$ cat src/logic/nomc_defines.vh
// constants for the nfc operation mode configuration block
`ifndef NOMC_DEFINES_VH
`define NOMC_DEFINES_VH
`define NOMC_ADDR_W        8
`define NOMC_OFS_OPCTL     8'h02
`define NOMC_OFS_MODE      8'h03
`define NOMC_OFS_RATE      8'h04
`define NOMC_OFS_CTRL      8'h10
`define NOMC_OFS_STAT      8'h11
`define NOMC_RST_OPCTL     8'h00
`define NOMC_RST_MODE      8'h08
`define NOMC_RST_RATE      8'h00
`define NOMC_RST_CTRL      8'h00
`define NOMC_RATE_MASK     8'h33
`define NOMC_BIT_EN        7
`define NOMC_BIT_RXEN      6
`define NOMC_BIT_RXCHN     5
`define NOMC_BIT_RXMAN     4
`define NOMC_BIT_TXEN      3
`define NOMC_BIT_WAKE      2
`define NOMC_BIT_TARG      7
`define NOMC_BIT_AM        2
`define NOMC_BIT_CHSEL     0
`define NOMC_BIT_PTRES     1
`define NOMC_BIT_TFF       2
`define NOMC_FD_OFF        2'h0
`define NOMC_FD_CA         2'h1
`define NOMC_FD_PEER       2'h2
`define NOMC_FD_AUTO       2'h3
`define NOMC_AR_OFF        2'h0
`define NOMC_AR_ANY        2'h1
`define NOMC_AR_PEEROFF    2'h2
`define NOMC_OM_I_P2P      4'h0
`define NOMC_OM_I_A        4'h1
`define NOMC_OM_I_B        4'h2
`define NOMC_OM_I_F        4'h3
`define NOMC_OM_I_T1       4'h4
`define NOMC_OM_I_SUBC     4'he
`define NOMC_OM_I_BPSK     4'hf
`define NOMC_OM_T_A        4'h1
`define NOMC_OM_T_F        4'h4
`define NOMC_OM_T_P2P      4'h7
`define NOMC_DIV_128       3'h0
`define NOMC_DIV_64        3'h1
`define NOMC_DIV_32        3'h2
`define NOMC_DIV_16        3'h3
`define NOMC_DIV_NONE      3'h4
`define NOMC_PROT_NONE     4'h0
`define NOMC_PROT_I_P2P    4'h1
`define NOMC_PROT_I_A      4'h2
`define NOMC_PROT_I_B      4'h3
`define NOMC_PROT_I_F      4'h4
`define NOMC_PROT_I_T1     4'h5
`define NOMC_PROT_I_SUBC   4'h6
`define NOMC_PROT_I_BPSK   4'h7
`define NOMC_PROT_T_A      4'h8
`define NOMC_PROT_T_F      4'h9
`define NOMC_PROT_T_P2P    4'ha
`define NOMC_PROT_T_BRD    4'hb
`endif

$ cat src/logic/nomc_top.v
// nfc operation mode configuration register bank and decode
//
// Strobed register access was chosen for this implementation.
`timescale 1ns/100ps
`include "nomc_defines.vh"

// What this block does
// [RULE1] control bit 7 enables oscillator and regulators, ready state
// [RULE2] control bit 6 enables the receiver
// [RULE3] control bit 5: zero both channels, one single channel by channel_choice
// [RULE4] both channels: bit 4 zero automatic, one manual by channel_choice
// [RULE5] bit 3 enables transmit; set by field-on, cleared after active p2p transmit
// [RULE6] control bit 2 enables wake-up mode per wake-up timer settings
// [RULE7] detector field: off, collision threshold, peer threshold, automatic
// [RULE8] detector nonzero with other control bits zero gives low-power initial state
// [RULE9] control register defaults only at power-up, not on other resets
// [RULE10] mode bit 7 selects initiator or target; mode code decode depends on it
// [RULE11] mode bit 2 selects on-off keying or amplitude modulation
// [RULE12] auto response field: off, after any reception, after peer field-off, reserved
// [RULE13] mode register writes only accepted while crystal clock is stable
// [RULE14] initiator codes decode to protocols; unsupported disables transmit and receive
// [RULE15] target codes: type A, type F passive, active p2p; others not allowed
// [RULE16] target code msb: rate detection, bit 2 type F, bit 0 type A
// [RULE17] software must not set transport frame format in rate detection
// [RULE18] passive target and rate detection use passive target resistance
// [RULE19] rate register bits 5:4 transmit rate, bits 7:6 reserved
// [RULE20] rate register bits 1:0 receive rate, bits 3:2 reserved
// [RULE21] rate codes divide carrier by 128,64,32,16; unsupported disables tx and rx
// [RULE22] reserved bits read zero and ignore writes
module nomc_top (
   // clock and resets
   input  wire       mclk,
   input  wire       rstn,
   input  wire       por_n,
   // register port
   input  wire [7:0] reg_addr,
   input  wire [7:0] reg_wdata,
   input  wire       reg_wr,
   input  wire       reg_rd,
   output reg  [7:0] reg_rdata,
   // device events, asynchronous
   input  wire       osc_stable,
   input  wire       field_on_cmd,
   input  wire       tx_done,
   // decoded controls
   output reg        osc_reg_enable,
   output reg        rx_enable,
   output reg        rx_am_enable,
   output reg        rx_pm_enable,
   output reg        rx_auto_select,
   output reg        tx_enable,
   output reg        wakeup_mode_enable,
   output reg  [1:0] field_detector_mode,
   output reg        low_power_initial,
   output reg        target_role,
   output reg  [3:0] protocol_mode,
   output reg        fd_rate_detect_en,
   output reg        a_rate_detect_en,
   output reg        am_modulation_select,
   output reg  [1:0] auto_response_mode,
   output reg        use_passive_target_res,
   output reg        transport_frame_conflict,
   output reg  [2:0] tx_rate_div,
   output reg  [2:0] rx_rate_div
);

////////////////////////////////////////////////////////////////////////////////
// input synchronisers
reg  [2:0] sync1_ff;
reg  [2:0] sync2_ff;
reg  [1:0] evt_prev_ff;
reg        por_s1_ff;
reg        por_s2_ff;
wire       osc_ok;
wire       field_on_pulse;
wire       tx_done_pulse;

always @(posedge mclk) begin
   sync1_ff    <= {tx_done, field_on_cmd, osc_stable};
   sync2_ff    <= sync1_ff;
   evt_prev_ff <= sync2_ff[2:1];
   por_s1_ff   <= por_n;
   por_s2_ff   <= por_s1_ff;
end

assign osc_ok         = sync2_ff[0];
assign field_on_pulse = sync2_ff[1] & ~evt_prev_ff[0];
assign tx_done_pulse  = sync2_ff[2] & ~evt_prev_ff[1];

////////////////////////////////////////////////////////////////////////////////
// registers
reg  [7:0] opctl_ff;
reg  [7:0] mode_ff;
reg  [7:0] rate_ff;
reg  [7:0] ctrl_ff;
reg  [7:0] nxt_opctl;
reg  [3:0] nxt_prot;
reg        nxt_txrx_ok;
reg  [2:0] nxt_tx_div;
reg  [2:0] nxt_rx_div;
wire       wr_opctl;
wire       wr_mode;
wire       wr_rate;
wire       wr_ctrl;
wire       active_p2p;
wire [3:0] om_code;

assign wr_opctl = reg_wr & (reg_addr == `NOMC_OFS_OPCTL);
assign wr_mode  = reg_wr & (reg_addr == `NOMC_OFS_MODE) & osc_ok;   // [RULE13]
assign wr_rate  = reg_wr & (reg_addr == `NOMC_OFS_RATE);
assign wr_ctrl  = reg_wr & (reg_addr == `NOMC_OFS_CTRL);
assign om_code  = mode_ff[6:3];
assign active_p2p = (!mode_ff[`NOMC_BIT_TARG] && om_code == `NOMC_OM_I_P2P) ||
                    (mode_ff[`NOMC_BIT_TARG] && om_code == `NOMC_OM_T_P2P);

// hardware set of tx enable wins over software write and auto clear
always @* begin
   nxt_opctl = opctl_ff;
   if (wr_opctl) begin
      nxt_opctl = reg_wdata;
   end
   if (tx_done_pulse && active_p2p) begin
      nxt_opctl[`NOMC_BIT_TXEN] = 1'b0;           // [RULE5]
   end
   if (field_on_pulse) begin
      nxt_opctl[`NOMC_BIT_TXEN] = 1'b1;           // [RULE5]
   end
end

// control register restored by power-up only
always @(posedge mclk) begin
   if (!por_s2_ff) begin
      opctl_ff <= `NOMC_RST_OPCTL;                // [RULE9]
   end else begin
      opctl_ff <= nxt_opctl;
   end
end

always @(posedge mclk) begin
   if (!rstn) begin
      mode_ff <= `NOMC_RST_MODE;
      rate_ff <= `NOMC_RST_RATE;
      ctrl_ff <= `NOMC_RST_CTRL;
   end else begin
      if (wr_mode) begin
         mode_ff <= reg_wdata;
      end
      if (wr_rate) begin
         rate_ff <= reg_wdata & `NOMC_RATE_MASK;  // [RULE19] [RULE20] [RULE22]
      end
      if (wr_ctrl) begin
         ctrl_ff <= {5'h00, reg_wdata[2:0]};      // [RULE22]
      end
   end
end

////////////////////////////////////////////////////////////////////////////////
// read port, data one cycle after strobe
always @(posedge mclk) begin
   if (!rstn) begin
      reg_rdata <= 8'h00;
   end else if (reg_rd) begin
      if (reg_addr == `NOMC_OFS_OPCTL) begin
         reg_rdata <= opctl_ff;
      end else if (reg_addr == `NOMC_OFS_MODE) begin
         reg_rdata <= mode_ff;
      end else if (reg_addr == `NOMC_OFS_RATE) begin
         reg_rdata <= rate_ff;
      end else if (reg_addr == `NOMC_OFS_CTRL) begin
         reg_rdata <= ctrl_ff;
      end else if (reg_addr == `NOMC_OFS_STAT) begin
         reg_rdata <= {5'h00, transport_frame_conflict, low_power_initial, osc_ok};
      end else begin
         reg_rdata <= 8'h00;
      end
   end else begin
      reg_rdata <= 8'h00;
   end
end

////////////////////////////////////////////////////////////////////////////////
// mode and rate decode
always @* begin
   nxt_prot    = `NOMC_PROT_NONE;
   nxt_txrx_ok = 1'b1;
   if (!mode_ff[`NOMC_BIT_TARG]) begin
      case (om_code)                                  // [RULE10] [RULE14]
         `NOMC_OM_I_P2P:  nxt_prot = `NOMC_PROT_I_P2P;
         `NOMC_OM_I_A:    nxt_prot = `NOMC_PROT_I_A;
         `NOMC_OM_I_B:    nxt_prot = `NOMC_PROT_I_B;
         `NOMC_OM_I_F:    nxt_prot = `NOMC_PROT_I_F;
         `NOMC_OM_I_T1:   nxt_prot = `NOMC_PROT_I_T1;
         `NOMC_OM_I_SUBC: nxt_prot = `NOMC_PROT_I_SUBC;
         `NOMC_OM_I_BPSK: nxt_prot = `NOMC_PROT_I_BPSK;
         default:         nxt_txrx_ok = 1'b0;
      endcase
   end else if (om_code[3]) begin
      nxt_prot = `NOMC_PROT_T_BRD;                     // [RULE16]
   end else begin
      case (om_code)                                  // [RULE15]
         `NOMC_OM_T_A:   nxt_prot = `NOMC_PROT_T_A;
         `NOMC_OM_T_F:   nxt_prot = `NOMC_PROT_T_F;
         `NOMC_OM_T_P2P: nxt_prot = `NOMC_PROT_T_P2P;
         default:        nxt_txrx_ok = 1'b0;
      endcase
   end
   nxt_tx_div = {1'b0, rate_ff[5:4]};                 // [RULE21]
   nxt_rx_div = {1'b0, rate_ff[1:0]};                 // [RULE21]
   if (!nxt_txrx_ok) begin
      nxt_tx_div = `NOMC_DIV_NONE;
      nxt_rx_div = `NOMC_DIV_NONE;
   end
end

////////////////////////////////////////////////////////////////////////////////
// registered outputs
always @(posedge mclk) begin
   if (!rstn) begin
      osc_reg_enable           <= 1'b0;
      rx_enable                <= 1'b0;
      rx_am_enable             <= 1'b0;
      rx_pm_enable             <= 1'b0;
      rx_auto_select           <= 1'b0;
      tx_enable                <= 1'b0;
      wakeup_mode_enable       <= 1'b0;
      field_detector_mode      <= `NOMC_FD_OFF;
      low_power_initial        <= 1'b0;
      target_role              <= 1'b0;
      protocol_mode            <= `NOMC_PROT_NONE;
      fd_rate_detect_en        <= 1'b0;
      a_rate_detect_en         <= 1'b0;
      am_modulation_select     <= 1'b0;
      auto_response_mode       <= `NOMC_AR_OFF;
      use_passive_target_res   <= 1'b0;
      transport_frame_conflict <= 1'b0;
      tx_rate_div              <= `NOMC_DIV_NONE;
      rx_rate_div              <= `NOMC_DIV_NONE;
   end else begin
      osc_reg_enable      <= opctl_ff[`NOMC_BIT_EN];                              // [RULE1]
      rx_enable           <= opctl_ff[`NOMC_BIT_RXEN] & nxt_txrx_ok;              // [RULE2] [RULE14]
      rx_am_enable        <= opctl_ff[`NOMC_BIT_RXEN] &
                             (~opctl_ff[`NOMC_BIT_RXCHN] | ~ctrl_ff[`NOMC_BIT_CHSEL]); // [RULE3]
      rx_pm_enable        <= opctl_ff[`NOMC_BIT_RXEN] &
                             (~opctl_ff[`NOMC_BIT_RXCHN] | ctrl_ff[`NOMC_BIT_CHSEL]);  // [RULE3]
      rx_auto_select      <= ~opctl_ff[`NOMC_BIT_RXCHN] & ~opctl_ff[`NOMC_BIT_RXMAN]; // [RULE4]
      tx_enable           <= opctl_ff[`NOMC_BIT_TXEN] & nxt_txrx_ok;              // [RULE5] [RULE14]
      wakeup_mode_enable  <= opctl_ff[`NOMC_BIT_WAKE];                            // [RULE6]
      field_detector_mode <= opctl_ff[1:0];                                       // [RULE7]
      low_power_initial   <= (opctl_ff[1:0] != `NOMC_FD_OFF) && (opctl_ff[7:2] == 6'h00); // [RULE8]
      target_role         <= mode_ff[`NOMC_BIT_TARG];                             // [RULE10]
      protocol_mode       <= nxt_prot;
      fd_rate_detect_en   <= (nxt_prot == `NOMC_PROT_T_BRD) & om_code[2];         // [RULE16]
      a_rate_detect_en    <= (nxt_prot == `NOMC_PROT_T_BRD) & om_code[0];         // [RULE16]
      am_modulation_select <= mode_ff[`NOMC_BIT_AM];                              // [RULE11]
      if (mode_ff[1:0] == `NOMC_FD_AUTO) begin
         auto_response_mode <= `NOMC_AR_OFF;                                      // [RULE12]
      end else begin
         auto_response_mode <= mode_ff[1:0];                                      // [RULE12]
      end
      use_passive_target_res <= ctrl_ff[`NOMC_BIT_PTRES] &
                                ((nxt_prot == `NOMC_PROT_T_A) || (nxt_prot == `NOMC_PROT_T_F) ||
                                 (nxt_prot == `NOMC_PROT_T_BRD));                 // [RULE18]
      transport_frame_conflict <= ctrl_ff[`NOMC_BIT_TFF] & (nxt_prot == `NOMC_PROT_T_BRD); // [RULE17]
      tx_rate_div         <= nxt_tx_div;                                          // [RULE21]
      rx_rate_div         <= nxt_rx_div;                                          // [RULE21]
   end
end

endmodule

$ cat config.mk
export PLATFORM = sky130hd
export DESIGN_NAME = nomc_top
export DESIGN_NICKNAME = d
export VERILOG_FILES = /design/src/logic/nomc_top.v
export VERILOG_INCLUDE_DIRS = /design/src /design/src/logic
export SDC_FILE = /design/constraint.sdc
export NUM_CORES = 1
export LEC_CHECK = 0
export ABC_AREA = 0
export BUFFER_PORTS_ARGS = -buffer_cell sky130_fd_sc_hd__buf_2
export CAP_MARGIN = 20
export CORE_AREA = 2 2 74 76
export DETAILED_ROUTE_END_ITERATION = 12
export DIE_AREA = 0 0 76 78
export GPL_TIMING_DRIVEN = 1
export PLACE_DENSITY = 0.74
export SLEW_MARGIN = 30
export SYNTH_ARGS = -nofsm -noshare
export SYNTH_HDL_FRONTEND = slang
export SYNTH_SLANG_ARGS = --single-unit
$ cat constraint.sdc
create_clock -name mclk -period 3.9 [get_ports mclk]
set_clock_uncertainty 0.05 [all_clocks]
set_input_delay 0 -clock mclk [delete_from_list [all_inputs] [get_ports mclk]]
set_output_delay 0 -clock mclk [all_outputs]
set_load 0.005 [all_outputs]
==> results.toml <==
[synthesis]
synth.top_cell.area_share_pct = 54.7
yosysSeqAreaShare_pct = 54.7
ys_types = 45
synth_flop_cell = "dfxtp_1"
synth_edf_count = 0
avgSynthCellArea_um2 = 9.84
ys.warnings.count = 0
synth-async-reset-ratio_pct = 0
synthTopCellsByArea = "dfxtp_1 55%, mux2i_1 6.8%, nand2_1 4.1%, nor2_1 3.8%, and3_1 2.8%"
synth_top_area_cell = "dfxtp_1"
syn_nets = 277
syn_inst = 253
syn_area_mm2 = 0.00249
synth-seq-cells = 68

[run_status]
status = "finished, final reports clean"

[cts]
path_clk_slew_ns = 0.07
post-cts-setup-buffers = 0
cts_root_buf = "clkbuf_8"
tritoncts = "yes"
insertion_delay_ns = 0.34
cts_buffers = 9
clock-sinks = 68
cts_resized = 0
clk_path_buf_depth = 2
h-tree-depth = 3

[hold_path]
hp-class = "input port to register"

[critical_path]
path_cells = "buf_2 > nor4_1 > nand4_2 > mux2i_1 > nand2_1 > dlygate4sd3_1"
crit_required_ns = 4.08
rrSetupSlack_ns = 2.02
criticalPathCategory = "input port to register"
arrival_ns = 2.26
slowest_stage = "nor4_1"
critPathMaxFanout = 8
cp-start-kind = "input port"
end_kind = "register"
crit_path_max_incr_delay_ns = 0.77

[run]
cap_violations = 0

[sta]
finalHoldViolCount = 0
fin_crit_sh_pct = 53.2
fmax_mhz = 482
rsz0062_at_grt = "no"
setup_slack_ns = 1.82
slew_viol_final = 0
period_needed_ns = 2.08
tightestPinTransition_ns = 0.879
tns_ns = 0
setup_viol = 0
max-slew-margin-rel_pct = 40.8

[finish]
layout-drive-gt1-share_pct = 26.4
fin_area_mm2 = 0.00317
fill_cells = 437
fin_nets = 348
n_antenna_cell = 0
area_delta_synth_final_pct = 27.4

[drt]
drc = 0
top_layer_used = "met4"
wl_per_cell_um = 14.7
drt-met1-wl_mm = 2.51
wl_met2_mm = 2.67
vias = 2118
first_pass_iters = 4
wirelength_mm = 5.85
met3_length_um = 465
detail_route.iter0.violations = 189
antenna_left = 0
routed_via_density = 5.31

[floorplan]
die_h_um = 78
core_area_mm2 = 0.00504
die-area_mm2 = 0.00593
fp.dieW_um = 76
initial_core_util_pct = 49.4
row_count = 26
ios = 60

[place]
place_area_mm2 = 0.00281
port_buffers = 59
pre_cts_ws_ns = 1.82
dpl.hpwl_mm = 4.10
gp_congestion = 0.899

[global_routing]
grt_pass1_vias = 2055
gr-total-overflow = 0
grt_max_degree = 21
antenna_found_initial = 0
track_usage_pct = 21.4
grt_pass1_wl_mm = 9.76

[pwr]
irDropWorstVdd_v = 0.000254
p_per_area_mw_per_mm2 = 424
power.leakage_nw = 1.44
-- worst max-delay path, delay by kind of cell --
kind / cells / cell delay, ns
muxes: 1 / 0.27
buffers and inverters: 2 / 0.67
and+or+nand+nor: 3 / 1.31
-- placed cells by master, fill, tap and decap left out, drive strengths merged, types with 2 or more instances in the layout --
master | Yosys | layout
buf | 4 | 60
and3 | 12 | 12
nor3 | 8 | 8
a22oi | 5 | 5
and2 | 5 | 5
o21ai | 6 | 6
or3b | 2 | 2
a32oi | 2 | 2
mux2 | 3 | 3
o22ai | 2 | 2
a2bb2oi | 3 | 3
nor2 | 25 | 25
dlygate4sd3 | 0 | 15
a21boi | 7 | 7
mux2i | 17 | 17
a21oi | 6 | 6
inv | 6 | 6
nand2 | 27 | 27
clkinv | 1 | 5
nor4 | 5 | 5
nor2b | 3 | 3
nor4b | 2 | 2
nand3 | 2 | 2
dfxtp | 68 | 68
a211oi | 2 | 2
clkbuf | 11 | 11
or4 | 2 | 2
a31oi | 3 | 3
nor3b | 3 | 3
-- synthesized netlist by cell type (all sizes together) (4+ instances only) --
| cell | count |
|---|---|
| clkbuf | 11 |
| inv | 6 |
| and3 | 12 |
| a21boi | 7 |
| and2 | 5 |
| nor2 | 25 |
| nor3 | 8 |
| a21oi | 6 |
| nand2 | 27 |
| a22oi | 5 |
| mux2i | 17 |
| dfxtp | 68 |
| o21ai | 6 |
| nor4 | 5 |
| buf | 4 |
-- worst paths after layout --
| kind | startpoint | endpoint | cells after the start |
|---|---|---|---|
| worst max-delay path | reg_addr[4] | mode_ff[3] | 6 |
| worst min-delay path | reg_addr[7] | reg_rdata[0] | 4 |
| worst max register to register | mode_ff[6] | tx_rate_div[0] | 4 |
| worst min register to register | por_s1_ff | por_s2_ff | 0 |
-- where the power goes --
| group | internal [mW] | switching, mW | total (mW) | leakage [nW] |
|---|---|---|---|---|
| clock network | 0.325 | 0.252 | 0.577 | 0.109 |
| logic | 0.0300 | 0.0309 | 0.0609 | 0.782 |
| registers | 0.703 | 0.00454 | 0.707 | 0.553 |
| total | 1.06 | 0.287 | 1.35 | 1.44 |
-- kinds of logic (layout without fill, tap and decap cells) --
family / after synthesis / after routing / share of synthesized area [%]
compound gates: 40 / 40 / 11.0
xor+xnor: 1 / 1 / 0.352
buf+inv: 22 / 98 / 3.72
flops: 68 / 68 / 54.7
mux: 20 / 20 / 8.19
simple gates: 102 / 102 / 22.1
-- state kept, by name, indices dropped and copies added (netlist names), 2 cells and up --
name and flops:
mode_ff 8, opctl_ff 8, reg_rdata 8, protocol_mode 4, rate_ff 4, ctrl_ff 3, sync1_ff 3, sync2_ff 3
tx_rate_div 3, auto_response_mode 2, evt_prev_ff 2, field_detector_mode 2, rx_rate_div 2
-- layer usage --
| layer | global-route usage (%) | vias to the layer above |
|---|---|---|
| met5 | 0 | - |
| met4 | 14.7 | 0 |
| met3 | 6.63 | 20 |
| met2 | 32.1 | 91 |
| met1 | 26.4 | 974 |
| li1 | - | 1033 |
-- layout make-up --
class / count / area (um^2) / area share [%]
repair buffers: 75 / 453 / 14.3
clock buffers: 11 / 151 / 4.77
inverters: 7 / 26.3 / 0.828
clock inverters: 5 / 50.0 / 1.58
multi-input cells: 163 / 1040 / 32.9
flip-flops and latches: 68 / 1360 / 42.9
well taps: 70 / 87.6 / 2.76
-- through the flow --
stage | total power, mW | std cells | util [%] | hold WS (ns)
final | 1.35 | 399 | 62.9 | 0.0563
after global routing | 1.40 | 399 | 62.9 | 0.0737
after CTS | 1.36 | 399 | 62.8 | 0.0369
after detailed placement | 0.772 | 368 | 55.8 | 0.0539
after global placement | 0.771 | 368 | 55.8 | 0.0516
after floorplan | 0.746 | 253 | - | -0.0223
-- repair_timing --
item / in CTS / in global routing
setup endpoints to repair: 0 / 0
hold buffers: 15 / 0
hold endpoints to repair: 31 / 0
(Power assumes the default switching activity.)
